==> config.mk <==
export PLATFORM = sky130hd
export DESIGN_NAME = exit_reverse_path_motor_ctrl
export DESIGN_NICKNAME = d
export VERILOG_FILES = /design/src/include/exit_rev_pkg.sv /design/src/include/ramp_if.sv /design/src/stepper_ramp.sv /design/src/exit_reverse_path_motor_ctrl.sv
export SDC_FILE = /design/constraint.sdc
export NUM_CORES = 1
export LEC_CHECK = 0
export BUFFER_PORTS_ARGS = -buffer_cell sky130_fd_sc_hd__buf_2
export CAP_MARGIN = 25
export CORE_ASPECT_RATIO = 1.5
export CORE_MARGIN = 2
export CORE_UTILIZATION = 60
export CTS_CLUSTER_DIAMETER = 50
export DETAILED_ROUTE_END_ITERATION = 8
export PLACE_DENSITY = 0.75
export SLEW_MARGIN = 20
export SYNTH_ARGS = -nofsm -noshare
export SYNTH_HDL_FRONTEND = slang
export SYNTH_SLANG_ARGS = --single-unit
export TNS_END_PERCENT = 20
==> constraint.sdc <==
create_clock -name pclk -period 4.3 [get_ports pclk]
set_input_delay 0.43 -clock pclk [delete_from_list [all_inputs] [get_ports pclk]]
set_output_delay 0.43 -clock pclk [all_outputs]
set_load 0.02 [all_outputs]
==> src/include/exit_rev_pkg.sv <==
// Constants, register map and state encoding for the exit/reverse motor controller
package exit_rev_pkg;

  // ----------------------------------------
  // Timing
  // ----------------------------------------
  localparam int CLK_MHZ = 50;
  localparam int US_NS = 1000;
  localparam int US_CYCLES = (US_NS * CLK_MHZ) / 1000;
  localparam int DLY_TICK_US = 100;
  localparam int DLY_TICK_CYCLES = DLY_TICK_US * US_CYCLES;

  // ----------------------------------------
  // Widths
  // ----------------------------------------
  localparam int PER_W = 16;
  localparam int ADDR_W = 8;

  // ----------------------------------------
  // Register offsets (byte addresses)
  // ----------------------------------------
  localparam logic [7:0] OFF_CTRL = 8'h00;
  localparam logic [7:0] OFF_SHEET = 8'h04;
  localparam logic [7:0] OFF_STATUS = 8'h08;
  localparam logic [7:0] OFF_EXIT_RATE = 8'h0C;
  localparam logic [7:0] OFF_REV_NORM = 8'h10;
  localparam logic [7:0] OFF_REV_HIGH = 8'h14;
  localparam logic [7:0] OFF_SB_DELAY = 8'h18;

  // ----------------------------------------
  // Field positions
  // ----------------------------------------
  localparam int CTRL_EXIT_RUN = 0;
  localparam int CTRL_REV_RUN = 1;
  localparam int CTRL_REV_DIR = 2;
  localparam int SHEET_REVERSE = 0;
  localparam int SHEET_DUPLEX = 1;

  // ----------------------------------------
  // Reset values (periods in microseconds)
  // ----------------------------------------
  localparam logic [2:0] CTRL_RST = 3'h0;
  localparam logic [15:0] EXIT_RATE_RST = 16'h03E8;
  localparam logic [15:0] REV_NORM_RST = 16'h03E8;
  localparam logic [15:0] REV_HIGH_RST = 16'h01F4;
  localparam logic [15:0] SB_DELAY_RST = 16'h0064;
  localparam logic [15:0] START_PERIOD = 16'h0FA0;
  localparam logic [15:0] RAMP_STEP = 16'h0010;

  // ----------------------------------------
  // Sheet sequencer states
  // ----------------------------------------
  typedef enum logic [2:0] {
    S_IDLE = 3'h0,
    S_TAIL = 3'h1,
    S_DELAY = 3'h3,
    S_STOP = 3'h2,
    S_BACK = 3'h6,
    S_HAND = 3'h7,
    S_EXIT = 3'h5,
    S_STRAIGHT = 3'h4
  } seq_state_e;

endpackage

==> src/include/ramp_if.sv <==
// Carrier between the controller and one stepper speed ramp
`timescale 1ns/100ps
`default_nettype none
interface ramp_if #(parameter int W = 16);
  logic run;
  logic [W-1:0] target;
  logic step;
  logic at_speed;
  logic stopped;
  modport ctrl (output run, output target, input step, input at_speed, input stopped);
  modport ramp (input run, input target, output step, output at_speed, output stopped);
endinterface
`default_nettype wire

==> src/stepper_ramp.sv <==
// Step-period generator with linear acceleration and deceleration
`timescale 1ns/100ps
`default_nettype none
module stepper_ramp #(
  parameter int W = 16,
  parameter logic [W-1:0] START = 16'h0FA0,
  parameter logic [W-1:0] STEP = 16'h0010
) (
  // Clock and reset
  input wire logic pclk,
  input wire logic presetn,
  // Microsecond enable
  input wire logic tick_us,
  // Controller side
  ramp_if.ramp r
);

  if (STEP == '0 || START == '0 || W < 4) begin : g_bad_param
    $error("stepper_ramp: START and STEP must be nonzero, W at least 4");
  end

  logic moving;
  logic [W-1:0] cur;
  logic [W-1:0] cnt;
  logic [W-1:0] goal;
  logic [W-1:0] next_cur;

  // One increment of the period toward the goal, never overshooting
  function automatic logic [W-1:0] approach(input logic [W-1:0] c, input logic [W-1:0] g);
    logic [W:0] up;
    up = {1'b0, c} + {1'b0, STEP};
    if (c > g && (c - g) > STEP) begin
      approach = c - STEP;
    end else if (c < g && up < {1'b0, g}) begin
      approach = up[W-1:0];
    end else begin
      approach = g;
    end
  endfunction

  assign next_cur = approach(cur, goal);

  // ----------------------------------------
  // Goal lags run by one cycle so at_speed falls before the period moves
  // ----------------------------------------
  always_ff @(posedge pclk or negedge presetn) begin
    if (!presetn) begin
      goal <= START;
    end else begin
      goal <= r.run ? r.target : START;
    end
  end

  always_ff @(posedge pclk or negedge presetn) begin
    if (!presetn) begin
      moving <= 1'b0;
      cur <= START;
      cnt <= START;
      r.step <= 1'b0;
    end else begin
      r.step <= 1'b0;
      if (!moving) begin
        if (r.run) begin
          moving <= 1'b1;
          cur <= START;
          cnt <= START;
        end
      end else if (tick_us) begin
        if (cnt <= 1) begin
          r.step <= 1'b1;
          cur <= next_cur;
          cnt <= next_cur;
          if (!r.run && cur >= START) begin
            moving <= 1'b0;
          end
        end else begin
          cnt <= cnt - 1'b1;
        end
      end
    end
  end

  always_ff @(posedge pclk or negedge presetn) begin
    if (!presetn) begin
      r.at_speed <= 1'b0;
      r.stopped <= 1'b1;
    end else begin
      r.at_speed <= moving && r.run && cur == goal && goal == r.target;
      r.stopped <= !moving;
    end
  end

endmodule // stepper_ramp
`default_nettype wire

==> src/exit_reverse_path_motor_ctrl.sv <==
// Exit/reverse path controller: gate, sheet sequencing, two stepper drives, APB registers
// Contract
// - Gate rests toward reverse path; energise solenoid only for sheets not reversed.
// - Fuser sensor trailing edge raises reverse-path speed to high setting.
// - After speed-up, wait configured delay, then reverse path rollers for switchback.
// - Exiting sheet after switchback keeps high speed until discharged at exit roller.
// - Duplex sheet goes to horizontal transport; speed returns to normal there.
// - Duplex second pass: gate switched, sheet goes straight out through exit roller.
// - Exit motor driven by four separate phase outputs toward its driver.
// - Exit motor speed set by timing between successive phase outputs.
// - Exit speed-state low while ramping, high at constant speed.
// - Reverse motor speed set by reference clock frequency.
// - Direction output low for forward, high for reverse rotation.
// - Reverse speed-state low while ramping, high at constant speed, either direction.
//
// Our own choices: the APB interface to the registers and the register offsets.
`timescale 1ns/100ps
`default_nettype none
module exit_reverse_path_motor_ctrl #(
  parameter int TICK_CYCLES = exit_rev_pkg::DLY_TICK_CYCLES,
  parameter int US_TICK = exit_rev_pkg::US_CYCLES
) (
  // Clock and reset
  input wire logic pclk,
  input wire logic presetn,
  // APB slave
  input wire logic psel,
  input wire logic penable,
  input wire logic pwrite,
  input wire logic [7:0] paddr,
  input wire logic [31:0] pwdata,
  output logic [31:0] prdata,
  output logic pready,
  output logic pslverr,
  // Paper sensors, high while paper is present
  input wire logic fuser_transport_sensor,
  input wire logic reverse_sensor_1,
  input wire logic reverse_sensor_2,
  // Gate
  output logic gate_solenoid,
  // Exit motor driver
  output logic exit_phase_a,
  output logic exit_phase_b,
  output logic exit_phase_c,
  output logic exit_phase_d,
  output logic exit_const_speed_n,
  // Reverse motor driver
  output logic rev_ref_clock,
  output logic rev_enable_n,
  output logic rev_const_speed_n,
  output logic rev_direction
);

  if (TICK_CYCLES < 1 || TICK_CYCLES > 8192 || US_TICK < 1 || US_TICK > 64) begin : g_bad_tick
    $error("exit_reverse_path_motor_ctrl: TICK_CYCLES must be 1 to 8192, US_TICK 1 to 64");
  end

  localparam int PW = exit_rev_pkg::PER_W;

  // ----------------------------------------
  // Declarations
  // ----------------------------------------
  logic [2:0] ctrl;
  logic [PW-1:0] exit_rate;
  logic [PW-1:0] rev_norm;
  logic [PW-1:0] rev_high;
  logic [PW-1:0] sb_delay;
  logic sheet_reverse;
  logic sheet_duplex;
  exit_rev_pkg::seq_state_e state;
  exit_rev_pkg::seq_state_e next_state;
  logic [5:0] us_cnt;
  logic tick_us;
  logic [12:0] dly_pre;
  logic tick_dly;
  logic [PW-1:0] dly_cnt;
  logic [2:0] sens_meta;
  logic [2:0] sens;
  logic [2:0] sens_q;
  logic fuser_tail;
  logic rs1_tail;
  logic rs2_head;
  logic [1:0] exit_idx;
  logic seq_dir;
  logic apb_wr;
  logic sheet_go;
  logic [31:0] next_prdata;
  logic next_err;

  ramp_if #(.W(PW)) exit_r ();
  ramp_if #(.W(PW)) rev_r ();

  // ----------------------------------------
  // Rate dividers
  // ----------------------------------------
  always_ff @(posedge pclk or negedge presetn) begin
    if (!presetn) begin
      us_cnt <= 6'h00;
      tick_us <= 1'b0;
    end else begin
      tick_us <= us_cnt == 6'(US_TICK - 1);
      us_cnt <= (us_cnt == 6'(US_TICK - 1)) ? 6'h00 : us_cnt + 6'h01;
    end
  end

  always_ff @(posedge pclk or negedge presetn) begin
    if (!presetn) begin
      dly_pre <= 13'h0000;
      tick_dly <= 1'b0;
    end else begin
      tick_dly <= dly_pre == 13'(TICK_CYCLES - 1);
      dly_pre <= (dly_pre == 13'(TICK_CYCLES - 1)) ? 13'h0000 : dly_pre + 13'h0001;
    end
  end

  // ----------------------------------------
  // Sensor synchronisers and edges
  // ----------------------------------------
  always_ff @(posedge pclk or negedge presetn) begin
    if (!presetn) begin
      sens_meta <= 3'h0;
      sens <= 3'h0;
      sens_q <= 3'h0;
    end else begin
      sens_meta <= {reverse_sensor_2, reverse_sensor_1, fuser_transport_sensor};
      sens <= sens_meta;
      sens_q <= sens;
    end
  end

  assign fuser_tail = sens_q[0] && !sens[0];
  assign rs1_tail = sens_q[1] && !sens[1];
  assign rs2_head = !sens_q[2] && sens[2];

  // ----------------------------------------
  // APB slave, no wait states: pready rises in the first access cycle
  // ----------------------------------------
  assign apb_wr = psel && penable && pready && pwrite;
  assign sheet_go = apb_wr && paddr == exit_rev_pkg::OFF_SHEET && state == exit_rev_pkg::S_IDLE;

  always_comb begin
    next_prdata = 32'h0000_0000;
    next_err = 1'b0;
    if (paddr == exit_rev_pkg::OFF_CTRL) begin
      next_prdata = {29'h0, ctrl};
    end else if (paddr == exit_rev_pkg::OFF_SHEET) begin
      next_prdata = {30'h0, sheet_duplex, sheet_reverse};
    end else if (paddr == exit_rev_pkg::OFF_STATUS) begin
      next_prdata = {20'h0, sens, rev_direction, rev_const_speed_n, !rev_enable_n,
                     exit_const_speed_n, gate_solenoid, state != exit_rev_pkg::S_IDLE, state};
    end else if (paddr == exit_rev_pkg::OFF_EXIT_RATE) begin
      next_prdata = {16'h0, exit_rate};
    end else if (paddr == exit_rev_pkg::OFF_REV_NORM) begin
      next_prdata = {16'h0, rev_norm};
    end else if (paddr == exit_rev_pkg::OFF_REV_HIGH) begin
      next_prdata = {16'h0, rev_high};
    end else if (paddr == exit_rev_pkg::OFF_SB_DELAY) begin
      next_prdata = {16'h0, sb_delay};
    end else begin
      next_err = 1'b1;
    end
  end

  always_ff @(posedge pclk or negedge presetn) begin
    if (!presetn) begin
      pready <= 1'b0;
      prdata <= 32'h0000_0000;
      pslverr <= 1'b0;
    end else begin
      pready <= psel && !penable;
      pslverr <= psel && !penable && next_err;
      prdata <= (psel && !penable && !pwrite) ? next_prdata : 32'h0000_0000;
    end
  end

  // Rates and delay are software settings; writes to the sheet register while busy are dropped
  always_ff @(posedge pclk or negedge presetn) begin
    if (!presetn) begin
      ctrl <= exit_rev_pkg::CTRL_RST;
      exit_rate <= exit_rev_pkg::EXIT_RATE_RST;
      rev_norm <= exit_rev_pkg::REV_NORM_RST;
      rev_high <= exit_rev_pkg::REV_HIGH_RST;
      sb_delay <= exit_rev_pkg::SB_DELAY_RST;
      sheet_reverse <= 1'b0;
      sheet_duplex <= 1'b0;
    end else if (apb_wr) begin
      if (paddr == exit_rev_pkg::OFF_CTRL) begin
        ctrl <= pwdata[2:0];
      end else if (paddr == exit_rev_pkg::OFF_EXIT_RATE) begin
        exit_rate <= pwdata[PW-1:0];
      end else if (paddr == exit_rev_pkg::OFF_REV_NORM) begin
        rev_norm <= pwdata[PW-1:0];
      end else if (paddr == exit_rev_pkg::OFF_REV_HIGH) begin
        rev_high <= pwdata[PW-1:0];
      end else if (paddr == exit_rev_pkg::OFF_SB_DELAY) begin
        sb_delay <= pwdata[PW-1:0];
      end else if (sheet_go) begin
        sheet_reverse <= pwdata[exit_rev_pkg::SHEET_REVERSE];
        sheet_duplex <= pwdata[exit_rev_pkg::SHEET_DUPLEX];
      end
    end
  end

  // ----------------------------------------
  // Sheet sequencer
  // ----------------------------------------
  always_comb begin
    next_state = state;
    case (state)
      exit_rev_pkg::S_IDLE: begin
        if (sheet_go) begin
          next_state = pwdata[exit_rev_pkg::SHEET_REVERSE] ? exit_rev_pkg::S_TAIL
                                                           : exit_rev_pkg::S_STRAIGHT;
        end
      end
      exit_rev_pkg::S_TAIL: begin
        if (fuser_tail) begin
          next_state = exit_rev_pkg::S_DELAY;
        end
      end
      exit_rev_pkg::S_DELAY: begin
        if (dly_cnt == '0) begin
          next_state = exit_rev_pkg::S_STOP;
        end
      end
      exit_rev_pkg::S_STOP: begin
        if (rev_r.stopped && !rev_r.run) begin
          next_state = exit_rev_pkg::S_BACK;
        end
      end
      exit_rev_pkg::S_BACK: begin
        next_state = sheet_duplex ? exit_rev_pkg::S_HAND : exit_rev_pkg::S_EXIT;
      end
      exit_rev_pkg::S_HAND: begin
        if (rs2_head) begin
          next_state = exit_rev_pkg::S_IDLE;
        end
      end
      exit_rev_pkg::S_EXIT: begin
        if (rs1_tail) begin
          next_state = exit_rev_pkg::S_IDLE;
        end
      end
      exit_rev_pkg::S_STRAIGHT: begin
        if (fuser_tail) begin
          next_state = exit_rev_pkg::S_IDLE;
        end
      end
      default: next_state = exit_rev_pkg::S_IDLE;
    endcase
  end

  always_ff @(posedge pclk or negedge presetn) begin
    if (!presetn) begin
      state <= exit_rev_pkg::S_IDLE;
    end else begin
      state <= next_state;
    end
  end

  // Switchback delay counted in coarse ticks
  always_ff @(posedge pclk or negedge presetn) begin
    if (!presetn) begin
      dly_cnt <= '0;
    end else if (state == exit_rev_pkg::S_TAIL) begin
      dly_cnt <= sb_delay;
    end else if (state == exit_rev_pkg::S_DELAY && tick_dly && dly_cnt != '0) begin
      dly_cnt <= dly_cnt - 1'b1;
    end
  end

  // Rollers may only reverse from standstill, so seq_dir turns to reverse in S_STOP only
  always_ff @(posedge pclk or negedge presetn) begin
    if (!presetn) begin
      seq_dir <= 1'b0;
    end else if (state == exit_rev_pkg::S_IDLE || state == exit_rev_pkg::S_TAIL) begin
      seq_dir <= 1'b0;
    end else if (state == exit_rev_pkg::S_STOP && rev_r.stopped) begin
      seq_dir <= 1'b1;
    end
  end

  // ----------------------------------------
  // Motor requests
  // ----------------------------------------
  always_comb begin
    exit_r.target = exit_rate;
    exit_r.run = ctrl[exit_rev_pkg::CTRL_EXIT_RUN] || state == exit_rev_pkg::S_EXIT
                 || state == exit_rev_pkg::S_STRAIGHT;
    // Forward feed waits until a reverse run has come to rest
    rev_r.run = ctrl[exit_rev_pkg::CTRL_REV_RUN] || state == exit_rev_pkg::S_BACK
                || state == exit_rev_pkg::S_HAND || state == exit_rev_pkg::S_EXIT
                || ((state == exit_rev_pkg::S_TAIL || state == exit_rev_pkg::S_DELAY) && !rev_direction);
    if (state == exit_rev_pkg::S_DELAY || state == exit_rev_pkg::S_BACK
        || state == exit_rev_pkg::S_EXIT) begin
      rev_r.target = rev_high;
    end else begin
      rev_r.target = rev_norm;
    end
  end

  stepper_ramp #(
    .W(PW),
    .START(exit_rev_pkg::START_PERIOD),
    .STEP(exit_rev_pkg::RAMP_STEP)
  ) u_exit_ramp (
    .pclk(pclk),
    .presetn(presetn),
    .tick_us(tick_us),
    .r(exit_r.ramp)
  );

  stepper_ramp #(
    .W(PW),
    .START(exit_rev_pkg::START_PERIOD),
    .STEP(exit_rev_pkg::RAMP_STEP)
  ) u_rev_ramp (
    .pclk(pclk),
    .presetn(presetn),
    .tick_us(tick_us),
    .r(rev_r.ramp)
  );

  // ----------------------------------------
  // Output pins
  // ----------------------------------------
  always_ff @(posedge pclk or negedge presetn) begin
    if (!presetn) begin
      gate_solenoid <= 1'b0;
    end else begin
      gate_solenoid <= state == exit_rev_pkg::S_STRAIGHT;
    end
  end

  // Wave drive: one phase at a time, advanced on each step
  always_ff @(posedge pclk or negedge presetn) begin
    if (!presetn) begin
      exit_idx <= 2'h0;
      exit_phase_a <= 1'b0;
      exit_phase_b <= 1'b0;
      exit_phase_c <= 1'b0;
      exit_phase_d <= 1'b0;
    end else begin
      if (exit_r.step) begin
        exit_idx <= exit_idx + 2'h1;
      end
      exit_phase_a <= !exit_r.stopped && exit_idx == 2'h0;
      exit_phase_b <= !exit_r.stopped && exit_idx == 2'h1;
      exit_phase_c <= !exit_r.stopped && exit_idx == 2'h2;
      exit_phase_d <= !exit_r.stopped && exit_idx == 2'h3;
    end
  end

  always_ff @(posedge pclk or negedge presetn) begin
    if (!presetn) begin
      exit_const_speed_n <= 1'b0;
      rev_const_speed_n <= 1'b0;
    end else begin
      exit_const_speed_n <= exit_r.at_speed;
      rev_const_speed_n <= rev_r.at_speed;
    end
  end

  // Reference clock toggles per step: frequency is half the step rate
  always_ff @(posedge pclk or negedge presetn) begin
    if (!presetn) begin
      rev_ref_clock <= 1'b0;
      rev_enable_n <= 1'b1;
      rev_direction <= 1'b0;
    end else begin
      if (rev_r.step) begin
        rev_ref_clock <= !rev_ref_clock;
      end
      rev_enable_n <= rev_r.stopped;
      if (rev_r.stopped) begin
        rev_direction <= (state == exit_rev_pkg::S_IDLE) ? ctrl[exit_rev_pkg::CTRL_REV_DIR]
                                                         : seq_dir;
      end
    end
  end

endmodule // exit_reverse_path_motor_ctrl
`default_nettype wire

==> impl_metrics.csv <==
group,metric,value,unit
timing,maxSlewViolCount,0,
worst_setup_path,cp_slowest_stage_delay,0.53,ns
place,gp_congestion,0.966,
floorplanning,num_rows,72,
drt,antenna_left,0,
global_route,use_met3,0.0335,
cts,cts_tree,"built",
global_route,overflow,0,
flow_run,drv_cap,0,
worst_hold_path,min-delay-path-class,"in2reg",
global_route,grt_usage,0.314,
worst_setup_path,required,4.76,ns
timing,slew_headroom,0.286,
floorplanning,start_util,0.610,
drt,first_pass_iters,8,
power,powerDensity,407,nW/um^2
worst_hold_path,whs_path_depth,2,
synthesis,synthCells,1696,
place,pre_cts_ws,0.259,ns
timing,setup_violations,0,
timing,whs,0.0865,ns
worst_setup_path,path_cells,"inv_1 -> ha_1 -> nand2_1 -> nor2_1 -> a221o_1 -> or4_1 -> and3_1 -> nor4_2 -> a21oi_2 -> buf_12 -> a211oi_1 -> a21o_1 -> a22oi_1",
synthesis,synth_cell_types,85,
final_layout,nets,1879,
final_layout,antenna-diode-count,0,
synthesis,syn_area,15800,sq um
synthesis,syn_area_per_cell,9.29,sq um
cts,clk_latency,0.55,ns
power,power,7.13,mW
global_route,grt_pass1_wl,68.8,mm
worst_setup_path,start_kind,"flip-flop",
cts,cts_sinks,253,
floorplanning,design.core.area,25900,sq um
final_layout,syn2layout_area_growth,11.1,%
drt,vias,13500,
power,switchingPower,2.29,mW
power,seq_power_share,0.391,
drt,wl_per_cell,20.4,microns
global_route,grt_use_met2,0.553,
timing,min_period,4.04,ns
timing,timing.fmax,247,MHz
drt,wl,43.1,mm
power,p_sw_frac,0.321,
global_route,grt_max_degree,104,
synthesis,ys.flop_type,"dfrtp_1",
outcome,status,"complete, no violations",
power,worst_ir_drop_vdd,0.342,mV
synthesis,async_flop_share,1.00,
timing,fin_worst_skew,0.0178,ns
synthesis,synth_warnings,0,
drt,vias_per_cell,6.39,
global_route,grt_use_met1,0.367,
timing,rsz0062_at_grt,"no",
floorplanning,die_area,27600,sq um
global_route,grt_pass1_vias,13300,
worst_setup_path,critPathMaxFanout,20,
cts,cts_buffer_depth,3,
worst_setup_path,cp-end-kind,"flip-flop",
floorplanning,die_w,136,microns
worst_setup_path,slowest_stage,"dfstp_2",
synthesis,yosys_register_bits,253,
floorplanning,fp.dieH,203,microns
synthesis,synth_enable_flop_cells,0,
timing,setup_tns,0,ns
power,cell_internal_pwr,4.84,mW
drt,route.detailed.drc,0,
final_layout,layout-drive-gt1-share,0.180,
timing,final.period_utilization,0.941,
global_route,busiest_layer,"met2",
power,pwr-share-clk,0.354,
worst_setup_path,critPathArrivalTime,4.51,ns
cts,clk_pin_slew,0.07,ns
synthesis,ys_seq_area_frac,0.406,
timing,tightest_slew,1.07,ns
drt,drt_iter0_drc,970,
timing,report.final.hold_viol_count,0,
power,p_leak,7.95,nW
place,dp_hpwl,31.6,mm
worst_setup_path,critPathKind,"reg2reg",
global_route,antenna_found_initial,0,
worst_setup_path,reg2reg_depth,13,
cts,htreeDepth,1,
power,pwr-share-comb,0.255,
cts,cts_buffers,27,
timing,setup_ws,0.256,ns
cts,root_buffer,"clkbuf_16",
floorplanning,io_pins,92,
place,io_buffers,59,
## timing repair
item,in CTS,in global routing
setup endpoints to repair,0,9
hold endpoints to repair,67,0
resized for setup,0,1
hold buffers,4,0
setup buffers,0,4
## sequential cells by signal, indices dropped and copies added (netlist names), 13 cells and up
name              count
u_exit_ramp.cnt      16
u_exit_ramp.cur      16
u_rev_ramp.goal      16
exit_r.target        16
rev_high             16
dly_cnt              16
u_rev_ramp.cur       16
sb_delay             16
dly_pre              13
u_exit_ramp.goal     16
u_rev_ramp.cnt       16
prdata               16
rev_norm             16
## per-stage QoR
step / util / instances / area, sq um
3_5_place_dp: 0.637 / 2050 / 16500
3_3_place_gp: 0.636 / 2049 / 16400
5_1_grt: 0.678 / 2108 / 17500
6_report: 0.678 / 2108 / 17500
4_1_cts: 0.676 / 2103 / 17500
2_1_floorplan: - / 1711 / 15800
## power by group through the flow
stage | Clock (mW) | Combinational [mW] | Sequential, mW
3_5_place_dp | 0 | 1.76 | 2.82
5_1_grt | 2.65 | 2.01 | 2.80
2_1_floorplan | 0 | 1.37 | 2.70
3_3_place_gp | 0 | 1.72 | 2.81
6_report | 2.52 | 1.82 | 2.79
4_1_cts | 2.57 | 1.78 | 2.78
## final timing paths
| check | from | endpoint | slack, ns |
|---|---|---|---|
| worst max-delay path | u_rev_ramp.goal[7] | u_rev_ramp.cnt[7] | 0.26 |
| worst min-delay path | penable | pready | 0.09 |
| worst max register to register | u_rev_ramp.goal[7] | u_rev_ramp.cnt[7] | 0.26 |
| worst min register to register | sens_meta[2] | sens[2] | 0.35 |
| max in group asynchronous | presetn | u_rev_ramp.cur[9] | 2.80 |
| min in group asynchronous | presetn | prdata[12] | 0.47 |
## cells in the mapped netlist, types with 9 or more instances
library cell	count	area, sq um
a21o_1	28	210
nor4_1	30	188
ha_1	74	926
xor2_1	38	333
or4_1	9	67.6
or3_1	12	75.1
buf_4	17	128
mux2_2	76	856
o221ai_1	12	105
xnor2_1	60	526
dfrtp_1	193	4830
nand3_1	74	370
nand2b_1	13	81.3
a31oi_1	11	68.8
a21oi_1	93	465
a222oi_1	10	100
nand2_1	132	495
or2_2	14	87.6
nor3_1	55	275
mux2i_1	36	360
clkbuf_1	61	229
o21ai_0	91	455
and2_1	11	68.8
nand4_1	26	163
and3_1	19	119
a211oi_1	12	90.1
nor2_1	143	537
o211ai_1	15	113
and4_1	10	87.6
inv_1	73	274
dfstp_2	60	1580
a22oi_1	17	128
nor2b_1	34	213
## layer usage
layer	wire (microns)	vias up
met3	2040	143
met2	22200	523
met1	16400	6551
met4	2510	0
met5	0	-
li1	-	6250
## cell type report
cell class                      count  area [sq um]
Tap cell                          333           417
Inverter                           75           282
Sequential cell                   253          6410
Fill cell                        2046          8340
Multi-Input combinational cell   1295          8770
Timing Repair Buffer              103           668
Clock inverter                     11           191
Clock buffer                       38           787
## cells in the final DEF (no fill, tap or decap), drive strengths merged, types with 38 or more instances in the layout
cell    synthesis  final
nor3           55     55
mux2           76     76
nand2         132    132
dfstp          60     60
nor2          143    143
clkbuf         61     38
xor2           38     38
o21ai          95     95
nand3          74     74
buf            27     99
ha             74     74
a21oi          95     95
dfrtp         193    193
inv            73     74
xnor2          60     60
## critical path: cells and delay by family, from the launching register on
| kind | cells | cell delay, ns |
|---|---|---|
| AND/OR/NAND/NOR | 5 | 1.34 |
| AO/OA/AOI/OAI | 5 | 1.30 |
| flip-flops | 1 | 0.53 |
| adder cells (fa/ha/maj) | 1 | 0.43 |
| buffers and inverters | 2 | 0.34 |
## cell families after synthesis
family          synth area share
fa+ha+maj                 0.0613
xor+xnor                  0.0545
compound gates             0.165
other cells             0.000238
flops                      0.406
simple gates               0.192
mux                       0.0772
buf+inv                   0.0434
(Power assumes the default switching activity.)
